**src/design/dceac_pkg.sv**
```systemverilog
// constants, register map and types shared by the dma channel control design
package dceac_pkg;
  localparam int ADDR_W = 24;
  localparam int CNT_W  = 16;
  localparam int NCH    = 2;
  localparam int NSUB   = 4;
  // register byte offsets
  localparam logic [7:0] OFS_BAND    = 8'h00;
  localparam logic [2:0] CH_SLOT0    = 3'h1;
  localparam logic [4:0] OFS_SRC     = 5'h00;
  localparam logic [4:0] OFS_DST     = 5'h04;
  localparam logic [4:0] OFS_CNTA    = 5'h08;
  localparam logic [4:0] OFS_CNTB    = 5'h0C;
  localparam logic [4:0] OFS_MODE    = 5'h10;
  // band control field positions
  localparam int BIT_IRQEN  = 0;
  localparam int BIT_XFEREN = 4;
  localparam int BIT_ACKCLR = 8;
  localparam int BIT_SINGLE = 12;
  localparam int BIT_FULL   = 14;
  localparam logic [15:0] BAND_RST = 16'h0000;
  // mode register field positions
  localparam int MODE_W    = 6;
  localparam int M_WORD    = 0;
  localparam int M_SRCSTEP = 1;
  localparam int M_SRCDEC  = 2;
  localparam int M_DSTSTEP = 3;
  localparam int M_DSTDEC  = 4;
  localparam int M_BLOCK   = 5;
  localparam logic [MODE_W-1:0] MODE_RST = 6'h00;
  localparam logic [ADDR_W-1:0] STEP_BYTE = 24'h000001;
  localparam logic [ADDR_W-1:0] STEP_WORD = 24'h000002;
  localparam logic [7:0]  BLK_ZERO = 8'h00;
  localparam logic [CNT_W-1:0] CNT_ZERO = 16'h0000;
  localparam logic [CNT_W-1:0] CNT_ONE  = 16'h0001;

  typedef logic [ADDR_W-1:0] dceac_addr_t;
  typedef logic [CNT_W-1:0]  dceac_cnt_t;
  typedef enum logic [1:0] {ENG_IDLE, ENG_REQ, ENG_GAP} dceac_eng_state_t;

  // byte-lane merge of a write into an old value
  function automatic logic [31:0] dceac_merge(input logic [31:0] old, input logic [31:0] wd, input logic [3:0] sel);
    logic [31:0] r;
    r = old;
    for (int b = 0; b < 4; b++)
      if (sel[b]) r[8*b +: 8] = wd[8*b +: 8];
    return r;
  endfunction
endpackage

```
**src/design/dceac_eng_if.sv**
```systemverilog
// link between the control top and one full-address transfer engine
`timescale 1ns/1ps
interface dceac_eng_if;
  import dceac_pkg::*;
  logic                 wrSrc, wrDst, wrCntA, wrCntB, wrMode;
  logic [31:0]          wrData;
  logic [3:0]           wrSel;
  logic                 run;
  logic                 act;
  logic                 xferAck;
  logic                 xferReq;
  logic                 doneP;
  logic                 ackP;
  dceac_addr_t          srcAddr, dstAddr;
  dceac_cnt_t           cntA, cntB;
  logic [MODE_W-1:0]    mode;
  modport ctl (output wrSrc, wrDst, wrCntA, wrCntB, wrMode, wrData, wrSel, run, act, xferAck,
               input xferReq, doneP, ackP, srcAddr, dstAddr, cntA, cntB, mode);
  modport eng (input wrSrc, wrDst, wrCntA, wrCntB, wrMode, wrData, wrSel, run, act, xferAck,
               output xferReq, doneP, ackP, srcAddr, dstAddr, cntA, cntB, mode);
endinterface

```
**src/design/dceac_xfer_engine.sv**
```systemverilog
// one full-address channel: address stepping, transfer counting, request handshake
`timescale 1ns/1ps
module dceac_xfer_engine
(
  input  wire logic   sys_clk,
  input  wire logic   rstSyncN,
  input  wire logic   clkEn,
  dceac_eng_if.eng    eng
);
  import dceac_pkg::*;

  dceac_eng_state_t  state_reg, state_next;
  dceac_addr_t       src_reg, src_next, dst_reg, dst_next;
  dceac_cnt_t        cntA_reg, cntA_next, cntB_reg, cntB_next;
  logic [MODE_W-1:0] mode_reg, mode_next;
  logic              done_reg, done_next, ack_reg, ack_next;
  dceac_addr_t       step;
  logic [7:0]        blkLow;
  logic [31:0]       srcMrg, dstMrg, cntAMrg, cntBMrg, modeMrg;

  // byte-lane merges of a software write into each register
  assign srcMrg  = dceac_merge({8'h00, src_reg}, eng.wrData, eng.wrSel);
  assign dstMrg  = dceac_merge({8'h00, dst_reg}, eng.wrData, eng.wrSel);
  assign cntAMrg = dceac_merge({16'h0000, cntA_reg}, eng.wrData, eng.wrSel);
  assign cntBMrg = dceac_merge({16'h0000, cntB_reg}, eng.wrData, eng.wrSel);
  assign modeMrg = dceac_merge({26'h0, mode_reg}, eng.wrData, eng.wrSel);

  // next state of sequencer, addresses and counters
  always_comb
  begin
    state_next = state_reg;
    src_next   = src_reg;
    dst_next   = dst_reg;
    cntA_next  = cntA_reg;
    cntB_next  = cntB_reg;
    mode_next  = mode_reg;
    done_next  = 1'b0;
    ack_next   = 1'b0;
    step       = mode_reg[M_WORD] ? STEP_WORD : STEP_BYTE;
    blkLow     = cntA_reg[7:0] - 8'h01;
    unique case (state_reg)
      ENG_IDLE:
        if (eng.run && eng.act) state_next = ENG_REQ;
      ENG_REQ:
        if (!eng.run) state_next = ENG_IDLE;  // aborted
        else if (eng.xferAck)
        begin
          state_next = ENG_GAP;
          ack_next   = 1'b1;
          if (mode_reg[M_SRCSTEP])
            src_next = mode_reg[M_SRCDEC] ? src_reg - step : src_reg + step;
          if (mode_reg[M_DSTSTEP])
            dst_next = mode_reg[M_DSTDEC] ? dst_reg - step : dst_reg + step;
          if (!mode_reg[M_BLOCK])
          begin
            cntA_next = cntA_reg - CNT_ONE;
            done_next = (cntA_next == CNT_ZERO);
          end
          else if (blkLow == BLK_ZERO)
          begin
            cntA_next = {cntA_reg[15:8], cntA_reg[15:8]};
            cntB_next = cntB_reg - CNT_ONE;
            done_next = (cntB_next == CNT_ZERO);
          end
          else
            cntA_next = {cntA_reg[15:8], blkLow};
        end
      ENG_GAP:
        state_next = ENG_IDLE;  // lets the cleared source drop
    endcase
    // software loads, upper address byte ignored
    if (eng.wrSrc) src_next = srcMrg[ADDR_W-1:0];
    if (eng.wrDst) dst_next = dstMrg[ADDR_W-1:0];
    if (eng.wrCntA) cntA_next = cntAMrg[CNT_W-1:0];
    if (eng.wrCntB) cntB_next = cntBMrg[CNT_W-1:0];
    if (eng.wrMode) mode_next = modeMrg[MODE_W-1:0];
  end

  // control state with reset
  always_ff @(posedge sys_clk or negedge rstSyncN)
  begin
    if (!rstSyncN)
    begin
      state_reg <= ENG_IDLE;
      mode_reg  <= MODE_RST;
      done_reg  <= 1'b0;
      ack_reg   <= 1'b0;
    end
    else if (clkEn)
    begin
      state_reg <= state_next;
      mode_reg  <= mode_next;
      done_reg  <= done_next;
      ack_reg   <= ack_next;
    end
  end

  // address and count registers are not reset
  always_ff @(posedge sys_clk)
  begin
    if (clkEn)
    begin
      src_reg  <= src_next;
      dst_reg  <= dst_next;
      cntA_reg <= cntA_next;
      cntB_reg <= cntB_next;
    end
  end

  // source from A side, destination from B side
  assign eng.xferReq = (state_reg == ENG_REQ);
  assign eng.doneP   = done_reg;
  assign eng.ackP    = ack_reg;
  assign eng.srcAddr = src_reg;
  assign eng.dstAddr = dst_reg;
  assign eng.cntA    = cntA_reg;
  assign eng.cntB    = cntB_reg;
  assign eng.mode    = mode_reg;
endmodule

```
**src/design/dceac_top.sv**
```systemverilog
// dma channel enable, acknowledge and full-address control with wishbone registers
`timescale 1ns/1ps
// Overview of operation
// - ack-clear bits 11 to 8, bits 8 and 10 clear source on transfer
// - disabled channel ignores source, request passes on
// - irq enable with transfer off raises end irq
// - enable cleared by reset, completion, or write 0
// - enable sets only on write after read zero
// - enabled A-side channel transfers on each source request in full address mode
// - transfer enables at bits 7 to 4
// - end irq enables at bits 3 to 0
// - full address mode runs A and B together
// - 24-bit address, A source, B destination
// - top eight address bits read zero, ignore writes
// - addresses step after each transfer
// - address registers not reset
// - io address unused in full address mode
// - 16-bit count, normal or block function
// - count register not reset
// - ack-clear with enable hides source from cpu
// - normal mode counts down to zero
// - block mode reloads low byte, counts blocks
// - step one for byte, two for word
module dceac_top
(
  input  wire logic                          sys_clk,
  input  wire logic                          rstn,
  input  wire logic                          clkEn,
  input  wire logic                          wb_cyc_i,
  input  wire logic                          wb_stb_i,
  input  wire logic                          wb_we_i,
  input  wire logic [7:0]                    wb_adr_i,
  input  wire logic [3:0]                    wb_sel_i,
  input  wire logic [31:0]                   wb_dat_i,
  output logic      [31:0]                   wb_dat_o,
  output logic                               wb_ack_o,
  input  wire logic [dceac_pkg::NSUB-1:0]    actReq,
  output logic      [dceac_pkg::NSUB-1:0]    srcIrq,
  output logic      [dceac_pkg::NSUB-1:0]    srcClear,
  output logic      [dceac_pkg::NSUB-1:0]    endIrq,
  output logic      [dceac_pkg::NCH-1:0]     xferReq,
  input  wire logic [dceac_pkg::NCH-1:0]     xferAck,
  output dceac_pkg::dceac_addr_t             xferSrc [dceac_pkg::NCH],
  output dceac_pkg::dceac_addr_t             xferDst [dceac_pkg::NCH],
  output logic      [dceac_pkg::NCH-1:0]     xferWord
);
  import dceac_pkg::*;

  logic              rstMeta, rstSyncN;
  logic [15:0]       band_reg, band_next;
  logic [NSUB-1:0]   readZero_reg, readZero_next;
  logic              ack_reg, ack_next;
  logic [31:0]       rdat_reg, rdat_next;
  logic [NSUB-1:0]   srcIrq_reg, srcIrq_next;
  logic [NSUB-1:0]   srcClr_reg, srcClr_next;
  logic [NSUB-1:0]   endIrq_reg, endIrq_next;
  logic              take, wrTake, rdTake, selBand;
  logic [2:0]        slot;
  logic [4:0]        regOfs;
  logic [NSUB-1:0]   xferEn, irqEn, ackClr, wrEn;
  logic [NCH-1:0]    fullMode, chDone, chAck, chSel;
  dceac_addr_t       chSrc [NCH];
  dceac_addr_t       chDst [NCH];
  dceac_cnt_t        chCntA [NCH];
  dceac_cnt_t        chCntB [NCH];
  logic [MODE_W-1:0] chMode [NCH];

  // reset release through two flops
  always_ff @(posedge sys_clk or negedge rstn)
  begin
    if (!rstn)
    begin
      rstMeta  <= 1'b0;
      rstSyncN <= 1'b0;
    end
    else
    begin
      rstMeta  <= 1'b1;
      rstSyncN <= rstMeta;
    end
  end

  // bus decode, one access taken per request
  assign take    = wb_cyc_i && wb_stb_i && !ack_reg;
  assign wrTake  = take && wb_we_i;
  assign rdTake  = take && !wb_we_i;
  assign slot    = wb_adr_i[7:5];
  assign regOfs  = wb_adr_i[4:0];
  assign selBand = (wb_adr_i == OFS_BAND);

  // band control field views
  assign xferEn   = band_reg[BIT_XFEREN +: NSUB];
  assign irqEn    = band_reg[BIT_IRQEN +: NSUB];
  assign ackClr   = band_reg[BIT_ACKCLR +: NSUB];
  assign fullMode = band_reg[BIT_FULL +: NCH];
  assign wrEn     = wb_dat_i[BIT_XFEREN +: NSUB];

  // one engine per channel, A and B paired
  genvar c;
  generate
    for (c = 0; c < NCH; c++)
    begin : g_ch
      dceac_eng_if eng ();
      assign chSel[c]     = (slot == CH_SLOT0 + 3'(c));
      assign eng.wrData   = wb_dat_i;
      assign eng.wrSel    = wb_sel_i;
      assign eng.wrSrc    = wrTake && chSel[c] && regOfs == OFS_SRC;
      assign eng.wrDst    = wrTake && chSel[c] && regOfs == OFS_DST;
      assign eng.wrCntA   = wrTake && chSel[c] && regOfs == OFS_CNTA;
      assign eng.wrCntB   = wrTake && chSel[c] && regOfs == OFS_CNTB;
      assign eng.wrMode   = wrTake && chSel[c] && regOfs == OFS_MODE;
      assign eng.run      = fullMode[c] && xferEn[2*c];
      assign eng.act      = actReq[2*c];
      assign eng.xferAck  = xferAck[c];
      assign xferReq[c]   = eng.xferReq;
      assign chDone[c]    = eng.doneP;
      assign chAck[c]     = eng.ackP;
      assign chSrc[c]     = eng.srcAddr;
      assign chDst[c]     = eng.dstAddr;
      assign chCntA[c]    = eng.cntA;
      assign chCntB[c]    = eng.cntB;
      assign chMode[c]    = eng.mode;
      assign xferSrc[c]   = eng.srcAddr;
      assign xferDst[c]   = eng.dstAddr;
      assign xferWord[c]  = eng.mode[M_WORD];
      dceac_xfer_engine u_eng
      (
        .sys_clk  (sys_clk),
        .rstSyncN (rstSyncN),
        .clkEn    (clkEn),
        .eng      (eng)
      );
    end
  endgenerate

  // band register, read data, source routing and end interrupts
  always_comb
  begin
    band_next     = band_reg;
    readZero_next = readZero_reg;
    ack_next      = take;
    rdat_next     = 32'h0000_0000;
    // completion clears both sub-channel enables
    for (int k = 0; k < NCH; k++)
      if (chDone[k])
      begin
        band_next[BIT_XFEREN + 2*k]     = 1'b0;
        band_next[BIT_XFEREN + 2*k + 1] = 1'b0;
      end
    if (wrTake && selBand)
    begin
      if (wb_sel_i[1]) band_next[15:8] = wb_dat_i[15:8];
      if (wb_sel_i[0])
      begin
        band_next[BIT_IRQEN +: NSUB] = wb_dat_i[BIT_IRQEN +: NSUB];
        // write 0 aborts, write 1 needs a prior zero read
        for (int k = 0; k < NSUB; k++)
          if (!wrEn[k]) band_next[BIT_XFEREN + k] = 1'b0;
          else if (readZero_reg[k]) band_next[BIT_XFEREN + k] = 1'b1;
        readZero_next = '0;
      end
    end
    if (rdTake && selBand)
    begin
      readZero_next = ~xferEn;  // arms the set
    end
    // readback mux, unmapped reads give zero
    if (rdTake)
    begin
      if (selBand)
        rdat_next = {16'h0000, band_reg};
      for (int k = 0; k < NCH; k++)
        if (chSel[k])
          unique case (regOfs)
            OFS_SRC:  rdat_next = {8'h00, chSrc[k]};
            OFS_DST:  rdat_next = {8'h00, chDst[k]};
            OFS_CNTA: rdat_next = {16'h0000, chCntA[k]};
            OFS_CNTB: rdat_next = {16'h0000, chCntB[k]};
            OFS_MODE: rdat_next = {26'h0, chMode[k]};
            default:  rdat_next = 32'h0000_0000;
          endcase
    end
    // request to cpu unless consumed by acked transfer
    srcIrq_next = actReq & ~(xferEn & ackClr);
    // end interrupt held while enabled and idle
    endIrq_next = irqEn & ~xferEn;
    // source clear pulse after each transfer
    srcClr_next = '0;
    for (int k = 0; k < NCH; k++)
      srcClr_next[2*k] = chAck[k] && ackClr[2*k];
  end

  // register the band group
  always_ff @(posedge sys_clk or negedge rstSyncN)
  begin
    if (!rstSyncN)
    begin
      band_reg     <= BAND_RST;
      readZero_reg <= '0;
      ack_reg      <= 1'b0;
      rdat_reg     <= 32'h0000_0000;
      srcIrq_reg   <= '0;
      srcClr_reg   <= '0;
      endIrq_reg   <= '0;
    end
    else if (clkEn)
    begin
      band_reg     <= band_next;
      readZero_reg <= readZero_next;
      ack_reg      <= ack_next;
      rdat_reg     <= rdat_next;
      srcIrq_reg   <= srcIrq_next;
      srcClr_reg   <= srcClr_next;
      endIrq_reg   <= endIrq_next;
    end
  end

  assign wb_ack_o = ack_reg;
  assign wb_dat_o = rdat_reg;
  assign srcIrq   = srcIrq_reg;
  assign srcClear = srcClr_reg;
  assign endIrq   = endIrq_reg;
endmodule

```
**config.mk**
```make
export PLATFORM = sky130hd
export DESIGN_NAME = dceac_top
export DESIGN_NICKNAME = d
export VERILOG_FILES = /design/src/design/dceac_pkg.sv /design/src/design/dceac_eng_if.sv /design/src/design/dceac_xfer_engine.sv /design/src/design/dceac_top.sv
export SDC_FILE = /design/constraint.sdc
export NUM_CORES = 1
export LEC_CHECK = 0
export ABC_CLOCK_PERIOD_IN_PS = 3600
export CORE_MARGIN = 3
export CORE_UTILIZATION = 48
export DETAILED_ROUTE_END_ITERATION = 8
export DONT_BUFFER_PORTS = 1
export HOLD_SLACK_MARGIN = 0.02
export PLACE_DENSITY = 0.75
export SYNTH_ARGS = -nofsm -noshare
export SYNTH_HDL_FRONTEND = slang
export SYNTH_SLANG_ARGS = --single-unit
export TNS_END_PERCENT = 30
```
**constraint.sdc**
```tcl
create_clock -name sys_clk -period 3.6 [get_ports sys_clk]
set_clock_uncertainty 0.2 [all_clocks]
set_input_delay 0 -clock sys_clk [delete_from_list [all_inputs] [get_ports sys_clk]]
set_output_delay 0 -clock sys_clk [all_outputs]
set_load 0.02 [all_outputs]
```
==> impl_metrics.tcl <==
set metrics [dict create \
    r2r-start "g_ch[1].u_eng.eng.mode[0]$_DFFE_PN0P_" \
    die-area_um2 38900 \
    worst_slack_ns 0.216 \
    cpMostUsedCell "nor2_1" \
    setup_violations 0 \
    area_growth_pct 13.9 \
    finalSetupTns_ns 0 \
    slowest_delay_ns 0.45 \
    rows 69 \
    cp-end-kind "flip-flop" \
    grtUsageTotal_pct 30.4 \
    fin_cells 2516 \
    grt_first_pass_wirelength_um 91400 \
    drtIter0Drc 1948 \
    cts.sinks 237 \
    fin_hold_ws_ns 0.0571 \
    grt_pass1_vias 15200 \
    cts_tree "built" \
    ant_nets 0 \
    endpoint "g_ch[1].u_eng.eng.srcAddr[18]$_DFFE_PP_" \
    crit_slowest_cell "dfrtp_1" \
    dp.cells 2367 \
    slew_viol_final 0 \
    die_h_um 197 \
    path_delay_family "compound AO/OA/AOI/OAI gates" \
    port_buffers 0 \
    cp_cell_sequence "inv_1 > ha_1 > fa_1 > nand2b_1 > a21oi_1 > a2111oi_1 > buf_4 > nor2_1 > o21a_1 > o21ai_1 > nor2_1 > xnor2_1 > o21ai_0" \
    powerDensity_nw_per_um2 309 \
    rsz0062_at_grt "no" \
    synth_cells 1948 \
    wl_met2_um 27000 \
    final_core_util_pct 55.8 \
    worst-setup-path-type "reg -> reg" \
    leakagePower_nw 7.68 \
    vias 16200 \
    ys_seq_area_share_pct 38.3 \
    r2r_end "g_ch[1].u_eng.eng.srcAddr[18]$_DFFE_PP_" \
    syn_area_um2 17600 \
    hold_viol 0 \
    cp.arrival_ns 3.50 \
    worst_ep_required_time_ns 3.71 \
    crit_cells 13 \
    netlist-cell-type-count 87 \
    cts.path.max_buffers 3 \
    fmax_mhz 295 \
    slew_headroom_pct 27.3 \
    vias_per_cell 6.45 \
    post-route-period-util_pct 94.0 \
    yosys_warnings 0 \
    highest_layer "met5" \
    die_w_um 197 \
    place_ws_ns 0.325 \
    crit_buf_inv 2 \
    synth_top_area_share_pct 27.4 \
    totalWireLength_um 61500 \
    crit_path_start "g_ch[1].u_eng.eng.mode[0]$_DFFE_PN0P_" \
    firstDrtPassIters 6 \
    cts-root-buf "clkbuf_16" \
    drc 0 \
    synth-seq-cells 237 \
    cts_inserted_buffers 28 \
    hold_path.class "in -> reg" \
    gp_congestion 0.959 \
    drive_gt1_share_pct 10.1 \
    io_pins 201 \
    synth.area.top_cells "edfxtp_1, dfrtp_1, ha_1" \
    period_minus_slack_ns 3.38 \
    insertion_delay_ns 0.57 \
    start_util_pct 49.0 \
    fillerInstances 3075 \
    post_cts_buffers 0 \
    ir_worst_vdd_mv 0.393 \
    post-synth-top-area-cell "edfxtp_1" \
    core_area_um2 35800 \
    crit_path_max_fanout 6 \
    grt_overflow 0 \
    dpl.hpwl_um 43200 \
    nNetsFinal 2183 \
    synthArstFlopShare_pct 32.5 \
    outcome "complete, no violations" \
    rr_worst_depth 13 \
    wirelength_met1_um 22300 \
    ys.flop_type "edfxtp_1" \
    worst_pin_slew_ns 1.09 \
    r2r_setup_slack_ns 0.22 \
    antenna_found_initial 10 \
    start_kind "flip-flop" \
    clkTransAtPathRegs_ns 0.06 \
    maxCapViolCount 0 \
    grt_max_degree 81 \
    synth-edff-count 160 \
    met3_wirelength_um 8680 \
    avgSynthCellArea_um2 9.02 \
    wl_per_cell_um 24.5 \
    htreeDepth 1 \
]
[logic make-up (layout without fill, tap and decap cells)]
| kind of cell | Yosys count | count (layout) | synth area share (%) |
|---|---|---|---|
| buffers and inverters | 199 | 283 | 4.62 |
| AO/OA/AOI/OAI | 604 | 604 | 21.9 |
| multiplexers | 52 | 52 | 4.60 |
| flip-flops | 237 | 237 | 38.3 |
| other | 2 | 25 | 0.0428 |
| AND/OR/NAND/NOR | 621 | 621 | 16.5 |
| adder cells (fa/ha/maj) | 108 | 108 | 7.86 |
| XOR/XNOR | 125 | 125 | 6.23 |
[cell usage in the layout (no fill, tap or decap), drive strengths merged, types with 12 or more instances in the layout]
| cell type | instances |
|---|---|
| mux2 | 30 |
| a221oi | 17 |
| nor2b | 19 |
| mux4 | 20 |
| o21a | 22 |
| edfxtp | 160 |
| clkbuf | 43 |
| o22ai | 30 |
| a21oi | 175 |
| a31oi | 23 |
| nand3 | 38 |
| o31ai | 19 |
| xor2 | 55 |
| nand2b | 23 |
| diode | 14 |
| xnor2 | 70 |
| a211oi | 16 |
| nand2 | 207 |
| inv | 84 |
| nand4 | 12 |
| a21o | 27 |
| nor3 | 47 |
| and3 | 14 |
| buf | 69 |
| o21ai | 158 |
| a21boi | 21 |
| ha | 104 |
| a22oi | 41 |
| dfrtp | 77 |
| nor2 | 195 |
| dlygate4sd3 | 78 |
[final cells by class]
cell class                 instances  area (um2)  share of cell area [%]
multi-input combinational       1521       10100                    50.4
sequential                       237        6740                    33.7
timing repair buffer             149        1380                    6.88
clock buffer                      43         808                    4.04
tap                              461         577                    2.88
inverter                          82         308                    1.54
clock inverter                     9        77.6                   0.388
antenna                           14        35.0                   0.175
[cell usage after synthesis, types with 6 or more instances]
cell type and instances:
a211oi_1 16, a21boi_0 20, a21o_1 27, a21oi_1 174, a221oi_1 17, a22o_1 7
a22oi_1 41, a31oi_1 21, and2_1 9, and3_1 14, buf_1 8, buf_2 9
buf_4 14, clkbuf_1 86, dfrtp_1 77, edfxtp_1 160, ha_1 104, inv_1 81
mux2_2 30, mux4_2 20, nand2_1 207, nand2b_1 23, nand3_1 38, nand3b_1 8
nand4_1 12, nor2_1 194, nor2b_1 18, nor3_1 43, nor3b_1 6, nor4_1 8
o211ai_1 8, o21a_1 22, o21ai_0 137, o21ai_1 18, o21bai_1 6, o22ai_1 30
o31ai_1 16, or3_1 10, or4_1 8, xnor2_1 70, xor2_1 55
[through the flow]
step / power (mW) / area [um2]
floorplan: 3.24 / 17600
global route: 6.35 / 20000
detailed placement: 3.24 / 18200
finish: 6.19 / 20000
CTS: 6.18 / 20000
global placement: 3.23 / 18200
[worst min-delay path, stage by stage]
cell and delay (ns):
nor2_1 0.03, nand2_1 0.23, nor2_2 0.11, buf_4 0.19, o21ai_1 0.13
[power by group]
group	internal, mW	switching [mW]
registers	2.91	0.0441
clock network	1.61	1.20
logic	0.148	0.275
total	4.67	1.52
[worst min-delay path by stage]
stage | cells after the start | end | startpoint | slack, ns
6_report | 5 | g_ch[1].u_eng.eng.srcAddr[20]$_DFFE_PP_ | wb_adr_i[2] | 0.06
5_1_grt | 5 | g_ch[1].u_eng.eng.srcAddr[20]$_DFFE_PP_ | wb_adr_i[2] | 0.08
4_1_cts | 5 | g_ch[1].u_eng.eng.srcAddr[20]$_DFFE_PP_ | wb_adr_i[2] | 0.02
3_5_place_dp | 0 | rstMeta$_DFF_PN0_ | rstn | -0.50
3_3_place_gp | 0 | rstMeta$_DFF_PN0_ | rstn | -0.50
2_1_floorplan | 0 | rstMeta$_DFF_PN0_ | rstn | -0.50
[routing by layer]
layer / GRT usage (%) / vias up
li1: - / 7289
met2: 46.9 / 1019
met4: 14.8 / 6
met5: 0 / -
met1: 38.5 / 7705
met3: 10.4 / 199
[what timing repair did]
| item | 4_1_cts | 5_1_grt |
|---|---|---|
| gates resized for setup | 0 | 5 |
| setup endpoints to repair | 0 | 5 |
| hold endpoints to repair | 397 | 0 |
| hold buffers | 83 | 0 |
(Power assumes the default switching activity.)
